## src/hsq_pkg.sv

```systemverilog
// Constants, command encodings and state codes for the homing sequencer.
package hsq_pkg;

  // ----------------------------------------------------------------
  // Homing method codes
  // ----------------------------------------------------------------
  localparam int         METHOD_W = 8;
  localparam logic [7:0] M_RSV_LO = 8'h0F;
  localparam logic [7:0] M_RSV_HI = 8'h10;
  localparam logic [7:0] M_24     = 8'h18;
  localparam logic [7:0] M_25     = 8'h19;
  localparam logic [7:0] M_26     = 8'h1A;

  // ----------------------------------------------------------------
  // Carriers
  // ----------------------------------------------------------------
  typedef struct packed {
    logic run;
    logic fwd;
    logic high;
  } hsq_cmd_t;

  typedef struct packed {
    logic origin;
    logic fwd_limit;
    logic decel_ok;
  } hsq_sw_t;

  localparam hsq_cmd_t CMD_STOP     = 3'h0;
  localparam hsq_cmd_t CMD_REV_LOW  = 3'h4;
  localparam hsq_cmd_t CMD_REV_HIGH = 3'h5;
  localparam hsq_cmd_t CMD_FWD_LOW  = 3'h6;
  localparam hsq_cmd_t CMD_FWD_HIGH = 3'h7;

  // ----------------------------------------------------------------
  // Sequencer states
  // ----------------------------------------------------------------
  typedef enum logic [4:0] {
    S_IDLE    = 5'h01,
    S_FAST    = 5'h02,
    S_RETRACT = 5'h04,
    S_LOW_A   = 5'h08,
    S_LOW_B   = 5'h10
  } hsq_state_t;

endpackage
```

## src/hsq_homing.sv

```systemverilog
// Origin-return sequencer for switch-only homing methods 24, 25 and 26.
//
// Function
// - Codes fifteen and sixteen have no homing behaviour.
// - Switch-only methods never wait for index pulse.
// - Branch chosen from decel point and limit.
// - M24 no decel: fast, rev, fwd, stop.
// - M24 decel valid: rev low, fwd low, stop.
// - M24 limit first: reverse fast, then as before.
// - M25 no decel: fast, fwd, rev, stop.
// - M25 decel valid: fwd low, rev low, stop.
// - M25 limit first: reverse fast, then as before.
// - M26 no decel: fast, fwd low, stop falling.
// - M26 decel valid: fwd low, stop falling.
`timescale 1ns/1ps

module hsq_homing (
  input  wire logic                    i_sys_clk,
  input  wire logic                    i_rst,
  input  wire logic                    i_ce,
  input  wire logic                    i_start,
  input  wire logic                    i_abort,
  input  wire logic [hsq_pkg::METHOD_W-1:0] i_method,
  input  wire hsq_pkg::hsq_sw_t        i_sw,
  output hsq_pkg::hsq_cmd_t            o_cmd,
  output logic                         o_busy,
  output logic                         o_done,
  output logic                         o_fault
);

  // ----------------------------------------------------------------
  // Method decoding
  // ----------------------------------------------------------------
  function automatic logic is_reserved(input logic [hsq_pkg::METHOD_W-1:0] m);
    is_reserved = (m == hsq_pkg::M_RSV_LO) || (m == hsq_pkg::M_RSV_HI);
  endfunction

  function automatic logic is_supported(input logic [hsq_pkg::METHOD_W-1:0] m);
    is_supported = !is_reserved(m) &&
                   ((m == hsq_pkg::M_24) || (m == hsq_pkg::M_25) || (m == hsq_pkg::M_26));
  endfunction

  // Direction of the low-speed leg taken after the first origin edge.
  function automatic hsq_pkg::hsq_cmd_t low_a(input logic [hsq_pkg::METHOD_W-1:0] m);
    low_a = (m == hsq_pkg::M_24) ? hsq_pkg::CMD_REV_LOW : hsq_pkg::CMD_FWD_LOW;
  endfunction

  // Direction of the low-speed leg taken after the origin falling edge.
  function automatic hsq_pkg::hsq_cmd_t low_b(input logic [hsq_pkg::METHOD_W-1:0] m);
    low_b = (m == hsq_pkg::M_25) ? hsq_pkg::CMD_REV_LOW : hsq_pkg::CMD_FWD_LOW;
  endfunction

  function automatic logic stop_on_fall(input logic [hsq_pkg::METHOD_W-1:0] m);
    stop_on_fall = (m == hsq_pkg::M_26);
  endfunction

  // ----------------------------------------------------------------
  // State
  // ----------------------------------------------------------------
  hsq_pkg::hsq_state_t              state;
  hsq_pkg::hsq_state_t              next_state;
  hsq_pkg::hsq_cmd_t                cmd;
  hsq_pkg::hsq_cmd_t                next_cmd;
  logic [hsq_pkg::METHOD_W-1:0]     method;
  logic [hsq_pkg::METHOD_W-1:0]     next_method;
  logic                             done;
  logic                             next_done;
  logic                             fault;
  logic                             next_fault;
  logic                             org_q;
  logic                             next_org_q;
  logic                             lim_q;
  logic                             next_lim_q;
  logic                             org_rise;
  logic                             org_fall;
  logic                             lim_rise;
  logic                             final_edge;

  // ----------------------------------------------------------------
  // Edge detection
  // ----------------------------------------------------------------
  assign next_org_q = i_sw.origin;
  assign next_lim_q = i_sw.fwd_limit;
  assign org_rise   = i_sw.origin && !org_q;
  assign org_fall   = !i_sw.origin && org_q;
  assign lim_rise   = i_sw.fwd_limit && !lim_q;
  // The origin edge alone ends the sequence; no index pulse is awaited.
  assign final_edge = stop_on_fall(method) ? org_fall : org_rise;

  // ----------------------------------------------------------------
  // Sequencer next state
  // ----------------------------------------------------------------
  always_comb begin
    next_state  = state;
    next_cmd    = cmd;
    next_method = method;
    next_done   = done;
    next_fault  = fault;
    case (state)
      hsq_pkg::S_IDLE: begin
        if (i_start) begin
          next_done  = 1'b0;
          next_fault = 1'b0;
          if (is_supported(i_method)) begin
            next_method = i_method;
            if (i_sw.decel_ok) begin
              // Valid deceleration point starts on the first low leg.
              next_state = hsq_pkg::S_LOW_A;
              next_cmd   = low_a(i_method);
            end else begin
              next_state = hsq_pkg::S_FAST;
              next_cmd   = hsq_pkg::CMD_FWD_HIGH;
            end
          end else begin
            // Reserved and unimplemented codes are refused.
            next_fault = 1'b1;
          end
        end
      end
      hsq_pkg::S_FAST: begin
        if (org_rise) begin
          next_state = hsq_pkg::S_LOW_A;
          next_cmd   = low_a(method);
        end else if (lim_rise) begin
          next_state = hsq_pkg::S_RETRACT;
          next_cmd   = hsq_pkg::CMD_REV_HIGH;
        end
      end
      hsq_pkg::S_RETRACT: begin
        if (org_rise) begin
          next_state = hsq_pkg::S_LOW_A;
          next_cmd   = low_a(method);
        end
      end
      hsq_pkg::S_LOW_A: begin
        if (org_fall) begin
          next_state = hsq_pkg::S_LOW_B;
          next_cmd   = low_b(method);
        end
      end
      hsq_pkg::S_LOW_B: begin
        if (final_edge) begin
          next_state = hsq_pkg::S_IDLE;
          next_cmd   = hsq_pkg::CMD_STOP;
          next_done  = 1'b1;
        end
      end
      default: begin
        next_state = hsq_pkg::S_IDLE;
        next_cmd   = hsq_pkg::CMD_STOP;
      end
    endcase
    if (i_abort && (state != hsq_pkg::S_IDLE)) begin
      next_state = hsq_pkg::S_IDLE;
      next_cmd   = hsq_pkg::CMD_STOP;
      next_done  = 1'b0;
    end
  end

  // ----------------------------------------------------------------
  // Registers
  // ----------------------------------------------------------------
  always_ff @(posedge i_sys_clk or posedge i_rst) begin
    if (i_rst) begin
      state  <= hsq_pkg::S_IDLE;
      cmd    <= hsq_pkg::CMD_STOP;
      method <= '0;
      done   <= 1'b0;
      fault  <= 1'b0;
      org_q  <= 1'b0;
      lim_q  <= 1'b0;
    end else if (i_ce) begin
      state  <= next_state;
      cmd    <= next_cmd;
      method <= next_method;
      done   <= next_done;
      fault  <= next_fault;
      org_q  <= next_org_q;
      lim_q  <= next_lim_q;
    end
  end

  assign o_cmd   = cmd;
  assign o_busy  = (state != hsq_pkg::S_IDLE);
  assign o_done  = done;
  assign o_fault = fault;
endmodule

```

## config.mk

```make
export PLATFORM = sky130hd
export DESIGN_NAME = hsq_homing
export DESIGN_NICKNAME = d
export VERILOG_FILES = /design/src/hsq_pkg.sv /design/src/hsq_homing.sv
export SDC_FILE = /design/constraint.sdc
export NUM_CORES = 1
export LEC_CHECK = 0
export ABC_AREA = 1
export BUFFER_PORTS_ARGS = -buffer_cell sky130_fd_sc_hd__buf_2
export CORE_UTILIZATION = 39
export DETAILED_ROUTE_END_ITERATION = 16
export SKIP_LAST_GASP = 1
export SYNTH_ARGS = -nofsm -noshare
export SYNTH_HDL_FRONTEND = slang
export SYNTH_SLANG_ARGS = --single-unit
```

## constraint.sdc

```tcl
create_clock -name i_sys_clk -period 1.75 [get_ports i_sys_clk]
set_clock_uncertainty 0.05 [all_clocks]
set_input_delay 0.35 -clock i_sys_clk [delete_from_list [all_inputs] [get_ports i_sys_clk]]
set_output_delay 0.35 -clock i_sys_clk [all_outputs]
set_load 0.05 [all_outputs]
```

# --- Word level (Yosys, flattened, before mapping) ---
# Cells that the tools add are included.
classes:
  mux: 29
  reduce_logical: 17
  eq_ne: 20
op_table:
  columns: ["cell", "n"]
  rows:
  - ["$eq A8 B5 Y1 const B", 7]
  - ["$mux W5", 8]
  - ["$pmux W5 S5", 1]
  - ["$mux W3", 8]
  - ["$ne A3 B3 Y1 const B", 5]
  - ["$pmux W3 S5", 1]
  - ["$eq A8 B4 Y1 const B", 1]
  - ["$mux W2", 4]
  - ["$reduce_and A4 Y1", 2]
  - ["$reduce_and A7 Y1", 1]
  - ["$eq A5 B1 Y1 const B", 1]
  - ["$eq A5 B2 Y1 const B", 1]
  - ["$eq A5 B3 Y1 const B", 1]
  - ["$eq A5 B4 Y1 const B", 1]
  - ["$eq A5 B5 Y1 const B", 1]
  - ["$logic_and A1 B1 Y1", 5]
  - ["$mux W1", 5]
  - ["$ne A5 B1 Y1 const B", 1]
  - ["$logic_not A1 Y1", 4]
  - ["$mux W4", 1]
  - ["$ne A4 B4 Y1 const B", 1]
  - ["$logic_or A1 B1 Y1", 3]
  - ["$reduce_and A3 Y1", 1]
  - ["$reduce_bool A3 Y1", 1]
  - ["$pmux W1 S2", 1]
word_totals:
  inputBits: 16
  reg_bits: 20

# --- Longest topological paths before layout ---
# Gate-level depths: netlist (run 1).
depth:
  depth_word: 8
  mapped_depth: 11
  ltp_nobuf: 11

# --- Worst setup path before layout (run 1) ---
# Ideal clock, no wire load.
synth_timing:
  path_kind: "reg-to-reg"
  start: "register state[0]"
  end: "register cmd (netlist bit o_cmd[1])"
  path_stages_with_launch: 11
  slack_ns: 0.106
  arrival_time_ns: 1.529
  setup_time_ns: 0.066
  path_buffers: 0
  period_less_slack_ns: 1.644
  cell_sequence: "dfstp_2 inv_1 nor2_2 nand3_4 nand2_4 nand2_2 nor2_2 nor2_4 nand2_4 nand2_1 nand2_1"
synth_via:
  elab_chain_len: 4
  word_cells_on_any_way: 16
  classes_between: "12 x eq/ne; 2 x mux; 2 x reduce/logical"
synth_rtl:
  columns: ["item", "line_no", "rtl"]
  rows:
  - ["start: declaration", "hsq_homing.sv:60", "hsq_pkg::hsq_state_t state;"]
  - ["start signal: assignment", "hsq_homing.sv:165", "state <= hsq_pkg::S_IDLE;"]
  - ["start signal: assignment", "hsq_homing.sv:173", "state <= next_state;"]
  - ["$ne A5 B1 Y1 *", null, null]
  - ["net o_busy", "hsq_homing.sv:26", "output logic o_busy,"]
  - ["$logic_and A1 B1 Y1 *", "hsq_homing.sv:153", "if (i_abort && (state != hsq_pkg::S_IDLE)) begin"]
  - ["$ne A4 B4 Y1 (no source line) or $ne A3 B3 Y1 (tied branches)", null, null]
  - ["$reduce_and A7 Y1 (no source line)", null, null]
  - ["end signal: assignment", "hsq_homing.sv:166", "cmd <= hsq_pkg::CMD_STOP;"]
  - ["end signal: assignment", "hsq_homing.sv:174", "cmd <= next_cmd;"]
  - ["end: declaration", "hsq_homing.sv:62", "hsq_pkg::hsq_cmd_t cmd;"]
# Mark *: on every way through the listed nets, which the timed path passes. The rest lies on a longest branch.
# A chain may end at the register's enable or synchronous reset.

# --- Final worst setup path (run 1) ---
layout_timing:
  start: "register state[0]"
  end: "output o_busy"
layout_via:
  elab_chain_len: 1
layout_rtl:
  columns: ["item", "line_no", "rtl"]
  rows:
  - ["$ne A5 B1 Y1", "hsq_homing.sv:184", "assign o_busy = (state != hsq_pkg::S_IDLE);"]
  - ["end: declaration", "hsq_homing.sv:26", null]
# Every way passes these cells.

==> summary.md, run 1 <==
| Metric | Value |
|---|---|
| Slew headroom | `0.809` |
| Cells after Synth | `about 190` |
| Post-route ant nets | `0` |
| Count leader, synth | `nand2_1` |
| Clock insertion delay at the later pin of the skew report | `around 310 ps` |
| Top Ports | `22` |
| Vias in the first global route | `between 1000 and 1500` |
| Die area | `3490 um^2` |
| PnR worst setup slack | `between 20 and 25 ps` |
| Area Overhead vs Synth | `22.6%` |
| Static leakage | `about 0.86 nW` |
| Sequential-to-total area share from yosys stat | `0.395` |
| Layout cell share with drive strength beyond 1 | `0.275` |
| Drt pass-1 iters | `4` |
| Dpl cells | `between 200 and 300` |
| CP Class | `flip-flop to output port` |
| Fin crit period | `1730 ps` |
| CTS tree | `yes` |
| Clk sinks | `20` |
| Clock root buffer master | `clkbuf_4` |
| Max Clock Freq | `about 0.58 GHz` |
| Final number of hold-violating endpoints | `0` |
| Simple-gate area share of the yosys netlist | `0.460` |
| GPL Wtd Cong | `around 0.81` |
| Fin util | `0.507` |
| Largest family of logic cells by synthesized area | `simple AND/OR/NAND/NOR gates` |
| Worst setup EP type | `output port` |
| Worst min path class | `input pin to flip-flop` |
| FP Rows | `20` |
| Slew @ Worst Pin | `286 ps` |
| Met1 usage in global routing | `0.241` |
| Share of the synthesized area in the top cell type | `0.374` |
| Global route hottest layer | `met2` |
| Finished Layout Cells | `262` |
| Sequential power share | `0.296` |
| Crit start category | `flip-flop` |
| Max-slew violations | `0` |
| Die height | `between 50 and 60 um` |
| Number of flops mapped to enable cells by yosys | `0` |
| Synth Area in Compound Gates | `0.0571` |
| Post-DP HPWL | `~2200 um` |
| Grt met2 use | `0.299` |
| Cell Area, Synth | `approximately 1300 um^2` |
| Global Route Usage Sum | `0.183` |
| Multiplexer share of the synthesized area | `0` |
| Starting DRC count in detailed routing | `45` |
| Initial Util | `0.413` |
| Int Pwr | `between 1 and 1.5 mW` |
| Grt met3 use | `0.0262` |
| DR vias | `approximately 1200` |
| Reg clk slew, reported paths | `about 130 ps` |
| Vias/cell | `between 4 and 5` |
| Antenna diode count | `0` |
| Synth area leader | `dfrtp_1` |
| Max-Cap Viols | `0` |
| First-pass GRT wire length | `between 4000 and 5000 um` |
| Clock Tree Buf Depth | `2` |
| Final wirelength | `between 2000 and 3000 um` |
| Synth top area cells | `dfrtp_1 37%, nand2_1 20%, inv_1 8.0%` |
| Cell area power density | `~1400 nW/um^2` |
| Die width | `roughly 60 um` |
| Layout net count | `approximately 240` |
| Unrepaired setup endpoints after global routing | `yes` |
| Max VDD drop | `approximately 0.00052 V` |
| Htree depth | `1` |
| Pin count of the biggest net entering global routing | `21` |
| List of most frequent post-synthesis cells | `67 x nand2_1, 27 x inv_1, 20 x nor2_1` |
| Max FO, Critical Path | `3` |
| Number of distinct library cells after synthesis | `21` |
| CTS Buf Count | `3` |
| Drt drc | `0` |
| Fin area | `between 1500 and 2000 um^2` |
| Clock power share | `0.127` |
| Synth Area in XOR/XNOR | `0` |
| Yosys warns | `0` |
| Hold Path Cell Cnt | `3` |
| Crit path arrival time | `1330 ps` |
| Post-DP Area | `between 1000 and 1500 um^2` |
| Syn_nets | `between 200 and 250` |
| Crit share post-route | `0.987` |
| Switching Share | `0.481` |
| PortBufs | `21` |
| Net switching power figure | `~1.0 mW` |
| Syn avg cell area | `roughly 7 um^2` |
| Critical Path RT | `1350 ps` |
| Asr flop ratio synth | `1.00` |
| Ys flop type | `dfrtp_1` |
| Final setup violation count | `0` |
| Total chip power | `between 2 and 2.5 mW` |
| Status | `finished, final reports clean` |
| Cell count of the worst reg-to-reg path | `10` |
| Synth Area in Adders | `0` |
| Number of synthesized register bits | `20` |
| Place WS | `between 90 and 100 ps` |
| Fill count | `around 310` |
| Comb power frac | `0.577` |
| Initial antenna violation count | `0` |
| Core ar. | `around 3000 um^2` |
| Global route total overflow | `0` |
| DR WL/cell | `roughly 10 um` |
## layout make-up
type	instances	area (um^2)	area share
Multi-Input combinational cell	137	686	0.440
Sequential cell	20	503	0.323
Timing Repair Buffer	27	166	0.107
Inverter	30	113	0.0722
Tap cell	44	55.1	0.0353
Clock buffer	4	36.3	0.0233
## critical path, stage by stage, from the launching register on
cell     delay (ps)
dfstp_2         590
inv_2            60
nor2_4           90
nand3_4         100
buf_8           170
## sequential cells by signal, summed over array words and instances (netlist names)
| name | flops |
|---|---|
| state | 5 |
| lim_q | 1 |
| method | 8 |
| o_cmd | 3 |
| o_fault | 1 |
| org_q | 1 |
| o_done | 1 |
## cells in the final DEF (no fill, tap or decap)
| master | n |
|---|---|
| buf_2 | 20 |
| inv_2 | 4 |
| dfstp_2 | 1 |
| o21bai_1 | 1 |
| dfrtp_2 | 1 |
| nand2_2 | 6 |
| nor2_2 | 8 |
| nand3b_1 | 3 |
| or2_0 | 1 |
| a21oi_2 | 1 |
| nand3_1 | 9 |
| nor3_1 | 1 |
| clkbuf_8 | 1 |
| nand4_1 | 2 |
| dfrtp_1 | 18 |
| clkbuf_4 | 3 |
| o21ai_0 | 8 |
| or2_1 | 3 |
| inv_1 | 26 |
| buf_6 | 1 |
| nand3_4 | 1 |
| o21ai_1 | 1 |
| buf_8 | 1 |
| a21oi_1 | 3 |
| nand2_4 | 2 |
| buf_4 | 4 |
| nand2_1 | 63 |
| nor2_4 | 6 |
| dlygate4sd3_1 | 1 |
| nor2_1 | 18 |
## metal layers
layer / routed length, um / vias to the layer above
li1: - / 627
met1: 1300 / 528
met2: 1270 / 37
met3: 155 / 4
met4: 29 / 0
met5: 0 / -
## metrics by stage
step | TNS, ps | hold WS [ps]
after CTS | 0 | 209
final | 0 | 217
after detailed placement | 0 | 344
after floorplan | 0 | 263
after global placement | 0 | 337
after global routing | -79.1 | 247
## cell families after synthesis
kind of cell | after synthesis
AND/OR/NAND/NOR | 123
buffers and inverters | 30
AO/OA/AOI/OAI | 14
flip-flops | 20
## power groups by stage
stage	Combinational [mW]	Sequential, mW	Clock (mW)
2_1_floorplan	0.763	0.743	0
3_3_place_gp	1.08	0.644	0
3_5_place_dp	1.09	0.642	0
4_1_cts	1.20	0.633	0.284
5_1_grt	1.38	0.655	0.304
6_report	1.25	0.640	0.275
## worst paths after layout
check	from	end	slack, ps
min in group asynchronous	i_rst	o_cmd[2]$_DFFE_PP0P_	540
min reg2reg	method[7]$_DFFE_PP0P_	method[7]$_DFFE_PP0P_	430
max reg2reg	state[0]$_DFFE_PP1P_	o_cmd[0]$_DFFE_PP0P_	80
max	state[0]$_DFFE_PP1P_	o_busy	20
min	i_sw[1]	lim_q$_DFFE_PP0P_	220
max in group asynchronous	i_rst	state[0]$_DFFE_PP1P_	840
## timing repair
action	in CTS	in global routing
pin swaps	1	6
gates resized for setup	5	10
hold buffers	1	0
endpoints found under the hold margin	7	0
setup buffers	2	1
endpoints found under the setup margin	1	9
(Power assumes the default switching activity.)
==> run 2: changes to the inputs <==
--- a/config.mk
+++ b/config.mk
@@ -9,6 +9,7 @@
 export BUFFER_PORTS_ARGS = -buffer_cell sky130_fd_sc_hd__buf_2
 export CORE_UTILIZATION = 39
 export DETAILED_ROUTE_END_ITERATION = 16
+export RECOVER_POWER = 25
 export SKIP_LAST_GASP = 1
 export SYNTH_ARGS = -nofsm -noshare
 export SYNTH_HDL_FRONTEND = slang
==> summary.md, run 2 (same netlist as run 1, synthesis figures left out) <==
| Metric | Value |
|---|---|
| Final number of hold-violating endpoints | `0 (unchanged)` |
| Layout net count | `235 (unchanged)` |
| Die width | `59.1 um (unchanged)` |
| CTS Buf Count | `3 (unchanged)` |
| DR WL/cell | `10.5 um (about the same)` |
| CP Class | `flip-flop to output port` |
| Global route total overflow | `0 (unchanged)` |
| Final setup violation count | `0 (unchanged)` |
| Max FO, Critical Path | `3 (unchanged)` |
| Static leakage | `0.860 nW (about the same)` |
| Vias in the first global route | `1113 (unchanged)` |
| Worst min path class | `input pin to flip-flop` |
| Vias/cell | `4.57 (about the same)` |
| Clock Tree Buf Depth | `2 (unchanged)` |
| Largest register by flop count | `method` |
| Clock insertion delay at the later pin of the skew report | `310 ps (about the same)` |
| Die area | `3490 um^2 (unchanged)` |
| CTS tree | `yes` |
| Slew headroom | `0.665 (-0.144)` |
| Max-Cap Viols | `0 (unchanged)` |
| Max reg flops | `8 (unchanged)` |
| Max Clock Freq | `0.579 GHz (about the same)` |
| PnR worst setup slack | `22.8 ps (-0.0136 ps)` |
| Top Ports | `22 (unchanged)` |
| Crit share post-route | `0.987 (about the same)` |
| Cell area power density | `1390 nW/um^2 (+0.13%)` |
| Drt drc | `0 (unchanged)` |
| Drt pass-1 iters | `4 (unchanged)` |
| Global Route Usage Sum | `0.183 (unchanged)` |
| Max VDD drop | `0.000520 V (about the same)` |
| GPL Wtd Cong | `0.815 (unchanged)` |
| Final wirelength | `2750 um (about the same)` |
| PortBufs | `21 (unchanged)` |
| Commonest non-fill, non-tap cell in the layout | `nand2_1` |
| FP Rows | `20 (unchanged)` |
| Post-route ant nets | `0 (unchanged)` |
| Fill count | `315 (+0.32%)` |
| Htree depth | `1 (unchanged)` |
| Crit path arrival time | `1330 ps (about the same)` |
| Place WS | `99.7 ps (unchanged)` |
| Initial antenna violation count | `0 (unchanged)` |
| Clk sinks | `20 (unchanged)` |
| Max-slew violations | `0 (unchanged)` |
| Area Overhead vs Synth | `22.4%` |
| Fin crit period | `1730 ps (+0.0136 ps)` |
| Worst setup EP type | `output port` |
| CP max stage cell | `dfstp_2` |
| Unrepaired setup endpoints after global routing | `yes` |
| Die height | `59.1 um (unchanged)` |
| Antenna diode count | `0 (unchanged)` |
| Most frequent cells in the layout | `63 x nand2_1, 26 x inv_1, 20 x buf_2` |
| Reg clk slew, reported paths | `130 ps (about the same)` |
| Cells along the critical path | `inv_2 -> nor2_4 -> nand3_4 -> buf_8` |
| Status | `finished, final reports clean` |
| Initial Util | `0.413 (unchanged)` |
| Crit start category | `flip-flop` |
| Clock root buffer master | `clkbuf_4` |
| Critical Path RT | `1350 ps (about the same)` |
| Setup_tns | `0 ps (unchanged)` |
| Pin count of the biggest net entering global routing | `21 (unchanged)` |
| Slew @ Worst Pin | `502 ps (+217 ps)` |
| DR vias | `1197 (+0.084%)` |
| Core ar. | `3080 um^2 (unchanged)` |
| Layout cell share with drive strength beyond 1 | `0.275 (unchanged)` |
| FF+latch area | `503 um^2 (unchanged)` |
| Minimum hold slack | `217 ps (-0.0130 ps)` |
| First-pass GRT wire length | `4780 um (unchanged)` |
| Post-DP HPWL | `2160 um (unchanged)` |
| Starting DRC count in detailed routing | `45 (unchanged)` |
| CP peak stage delay | `590 ps (about the same)` |
| Area of the multi-input gates | `686 um^2 (unchanged)` |
[run 2: cell types whose count changed in the layout (fill, tap and decap cells not counted), sizes merged]
| cell | before | now |
|---|---|---|
| clkbuf | 4 | 5 |
| buf | 26 | 25 |
[run 2: area by class of cell]
class | count | share of cell area
Clock buffer | 4 | 0.0233
Inverter | 30 | 0.0723
Multi-Input combinational cell | 137 | 0.441
Sequential cell | 20 | 0.323
Tap cell | 44 | 0.0354
Timing Repair Buffer | 27 | 0.105
[run 2: power breakdown]
group	switching (mW)	total [mW]	leakage, nW	internal [mW]
registers	0.0767	0.640	0.252	0.564
clock network	0.148	0.275	0.0210	0.127
logic	0.816	1.25	0.587	0.432
total	1.04	2.16	0.860	1.12
[run 2: critical path, delay by kind of cell (launching register included)]
kind / cells / cell delay [ps]
flip-flops: 1 / 590
buffers and inverters: 2 / 230
AND/OR/NAND/NOR: 2 / 190
[run 2: worst paths after layout]
kind | to | depth (start not counted) | startpoint | slack (ps)
worst max-delay path | o_busy | 4 | state[0]$_DFFE_PP1P_ | 20
worst min-delay path | lim_q$_DFFE_PP0P_ | 3 | i_sw[1] | 220
worst max register to register | o_cmd[0]$_DFFE_PP0P_ | 10 | state[0]$_DFFE_PP1P_ | 80
worst min register to register | method[7]$_DFFE_PP0P_ | 2 | method[7]$_DFFE_PP0P_ | 430
max in group asynchronous | state[1]$_DFFE_PP0P_ | 4 | i_rst | 660
min in group asynchronous | o_cmd[2]$_DFFE_PP0P_ | 4 | i_rst | 630
[run 2: repair_timing]
item | in CTS | in global routing
hold endpoints to repair | 7 | 0
gates resized for setup | 5 | 10
endpoints found under the setup margin | 1 | 9
pin swaps | 1 | 6
hold buffers | 1 | 0
setup buffers | 2 | 1
[run 2: routing by layer]
layer	track usage	routed length (um)	vias up
met5	0	0	-
met1	0.241	1300	528
li1	-	-	628
met3	0.0262	155	4
met2	0.299	1270	37
met4	0.0782	29	0
[run 2: stage by stage]
| step | util | power [mW] | instance area, um^2 | instances |
|---|---|---|---|---|
| CTS | 0.495 | 2.12 | 1520 | 261 |
| global route | 0.506 | 2.34 | 1560 | 262 |
| finish | 0.506 | 2.16 | 1560 | 262 |
| floorplan | - | 1.51 | 1270 | 187 |
| global placement | 0.470 | 1.73 | 1450 | 254 |
| detailed placement | 0.470 | 1.73 | 1450 | 254 |
==> run 3: changes to the inputs <==
--- a/config.mk
+++ b/config.mk
@@ -7,8 +7,10 @@
 export LEC_CHECK = 0
 export ABC_AREA = 1
 export BUFFER_PORTS_ARGS = -buffer_cell sky130_fd_sc_hd__buf_2
-export CORE_UTILIZATION = 39
+export CORE_ASPECT_RATIO = 0.8
+export CORE_UTILIZATION = 55
 export DETAILED_ROUTE_END_ITERATION = 16
+export PLACE_DENSITY_LB_ADDON = 0.15
 export RECOVER_POWER = 25
 export SKIP_LAST_GASP = 1
 export SYNTH_ARGS = -nofsm -noshare
==> summary.md, run 3 (same netlist as run 1, synthesis figures left out) <==
| Metric | Value |
|---|---|
| Place WS | `131 ps (+31.2 ps)` |
| DR WL met2 | `1310 um (+3.2%)` |
| Worst setup EP type | `output port` |
| Layout net count | `236 (+0.43%)` |
| DR vias | `1229 (+2.7%)` |
| Layout cell share with drive strength beyond 1 | `0.279 (+0.00331)` |
| Global route total overflow | `0 (unchanged)` |
| Reg clk slew, reported paths | `110 ps (-20 ps)` |
| Reg-to-Reg End | `state[0]$_DFFE_PP1P_` |
| Buffer and inverter count on the worst path | `2 (unchanged)` |
| Drt pass-1 iters | `4 (unchanged)` |
| M1 WL | `1390 um (+7.0%)` |
| Pin count of the biggest net entering global routing | `21 (unchanged)` |
| DR top layer | `met4` |
| CP peak stage delay | `570 ps (-20 ps)` |
| Largest register by flop count | `method` |
| Hold Crit Endpoint | `org_q$_DFFE_PP0P_` |
| Post-route ant nets | `0 (unchanged)` |
| Most frequent cells in the layout | `62 x nand2_1, 26 x inv_1, 20 x buf_2` |
| Fill count | `188 (-40%)` |
| Worst path top cell family by delay | `flip-flops` |
| Drt drc | `0 (unchanged)` |
| Worst min path class | `input pin to flip-flop` |
| Cells along the critical path | `inv_2 -> nor2_4 -> nand3_4 -> buf_8` |
| CTS Buf Count | `3 (unchanged)` |
| Hold Path Cell Cnt | `3 (unchanged)` |
| Clock insertion delay at the later pin of the skew report | `310 ps (about the same)` |
| Fin util | `0.707 (+0.202)` |
| Htree depth | `1 (unchanged)` |
| Die width | `55.8 um (-5.7%)` |
| Clk sinks | `20 (unchanged)` |
| Post-DP HPWL | `2220 um (+3.0%)` |
| Crit start category | `flip-flop` |
| PnR worst setup slack | `28.9 ps (+6.13 ps)` |
| Max-Cap Viols | `0 (unchanged)` |
| PortBufs | `21 (unchanged)` |
| Antenna diode count | `0 (unchanged)` |
| Final wirelength | `2900 um (+5.7%)` |
| CP max stage cell | `dfstp_2` |
| Initial Util | `0.584 (+0.171)` |
| Status | `finished, final reports clean` |
| R2R Path Start | `state[0]$_DFFE_PP1P_` |
| CTS tree | `yes` |
| Vias in the first global route | `1055 (-5.2%)` |
| Die area | `2510 um^2 (-28%)` |
| Initial antenna violation count | `0 (unchanged)` |
| FP Rows | `15 (-25%)` |
| Slew @ Worst Pin | `525 ps (+22.7 ps)` |
| Static leakage | `0.866 nW (+0.70%)` |
| Minimum hold slack | `229 ps (+11.2 ps)` |
| Fin crit period | `1720 ps (-6.13 ps)` |
| Max Clock Freq | `0.581 GHz (+0.36%)` |
| Crit path arrival time | `1320 ps (about the same)` |
| Clock root buffer master | `clkbuf_4` |
| Top Ports | `22 (unchanged)` |
| Unrepaired setup endpoints after global routing | `yes` |
| Area Overhead vs Synth | `21.2%` |
| First-pass GRT wire length | `4600 um (-3.9%)` |
| Cell area power density | `1440 nW/um^2 (+3.4%)` |
| CP Class | `flip-flop to output port` |
| Slew headroom | `0.650 (-0.0152)` |
| Setup slack, reg-to-reg | `70 ps (about the same)` |
| DR WL/cell | `11.9 um (+13%)` |
| Global Route Usage Sum | `0.245 (+0.0617)` |
| Clock Tree Buf Depth | `2 (unchanged)` |
| GPL Wtd Cong | `0.925 (+14%)` |
| Die height | `45 um (-24%)` |
| Max reg flops | `8 (unchanged)` |
| Met3 Wirelength | `187 um (+21%)` |
| Critical Path RT | `1350 ps (about the same)` |
| Commonest non-fill, non-tap cell in the layout | `nand2_1` |
| HP Start | `i_sw[2]` |
| Cell count of the worst reg-to-reg path | `11 (+1)` |
| Final setup violation count | `0 (unchanged)` |
| Max FO, Critical Path | `3 (unchanged)` |
| Final number of hold-violating endpoints | `0 (unchanged)` |
| Max-slew violations | `0 (unchanged)` |
| Core ar. | `2180 um^2 (-29%)` |
| Vias/cell | `5.04 (+10%)` |
| Max VDD drop | `0.00113 V (+120%)` |
| Crit share post-route | `0.983 (-0.00350)` |
| Starting DRC count in detailed routing | `70 (+56%)` |
-- run 3: tightest hold or removal path, delay by kind of cell --
family | cells | cell delay [ps]
AOI/OAI and AO/OA | 1 | 70
buffers and inverters | 1 | 100
and+or+nand+nor | 1 | 40
-- run 3: area by class of cell --
cell class              count  area [um^2]  area share
repair buffers             28          171       0.111
multi-input cells         137          687       0.446
well taps                  25         31.3      0.0203
inverters                  30          113      0.0731
clock buffers               4         36.3      0.0236
flip-flops and latches     20          502       0.326
-- run 3: worst max-delay path by stage --
| stage | start | end | slack, ps | cells after the start |
|---|---|---|---|---|
| floorplan | state[0]$_DFFE_PP1P_ | o_cmd[1]$_DFFE_PP0P_ | 110 | 10 |
| global placement | state[0]$_DFFE_PP1P_ | state[3]$_DFFE_PP0P_ | 150 | 9 |
| detailed placement | state[0]$_DFFE_PP1P_ | state[1]$_DFFE_PP0P_ | 130 | 10 |
| CTS | state[0]$_DFFE_PP1P_ | o_busy | 20 | 4 |
| global route | state[0]$_DFFE_PP1P_ | o_cmd[1]$_DFFE_PP0P_ | -20 | 11 |
| finish | state[0]$_DFFE_PP1P_ | o_busy | 30 | 4 |
-- run 3: through the flow --
step                      std cells  instance area [um^2]  power [mW]  TNS [ps]
final                           244                  1540        2.21         0
after global routing            244                  1540        2.36      -115
after CTS                       243                  1500        2.12         0
after detailed placement        236                  1430        1.75         0
after global placement          236                  1430        1.73         0
after floorplan                 187                  1270        1.51         0
-- run 3: what timing repair did --
item | in CTS | in global routing
endpoints found under the hold margin | 6 | 0
resized for setup | 3 | 12
pin swaps | 0 | 8
endpoints found under the setup margin | 1 | 9
setup buffers | 2 | 1
hold buffers | 1 | 0
-- run 3: per-layer routing --
layer	global-route usage	vias to the layer above
li1	-	630
met1	0.329	553
met2	0.412	42
met3	0.0602	4
met4	0.0450	0
met5	0	-
-- run 3: where the power goes --
group | switching [mW] | leakage (nW) | internal, mW | total (mW)
combinational | 0.848 | 0.592 | 0.451 | 1.30
sequential | 0.0763 | 0.253 | 0.562 | 0.638
clock | 0.148 | 0.0210 | 0.127 | 0.276
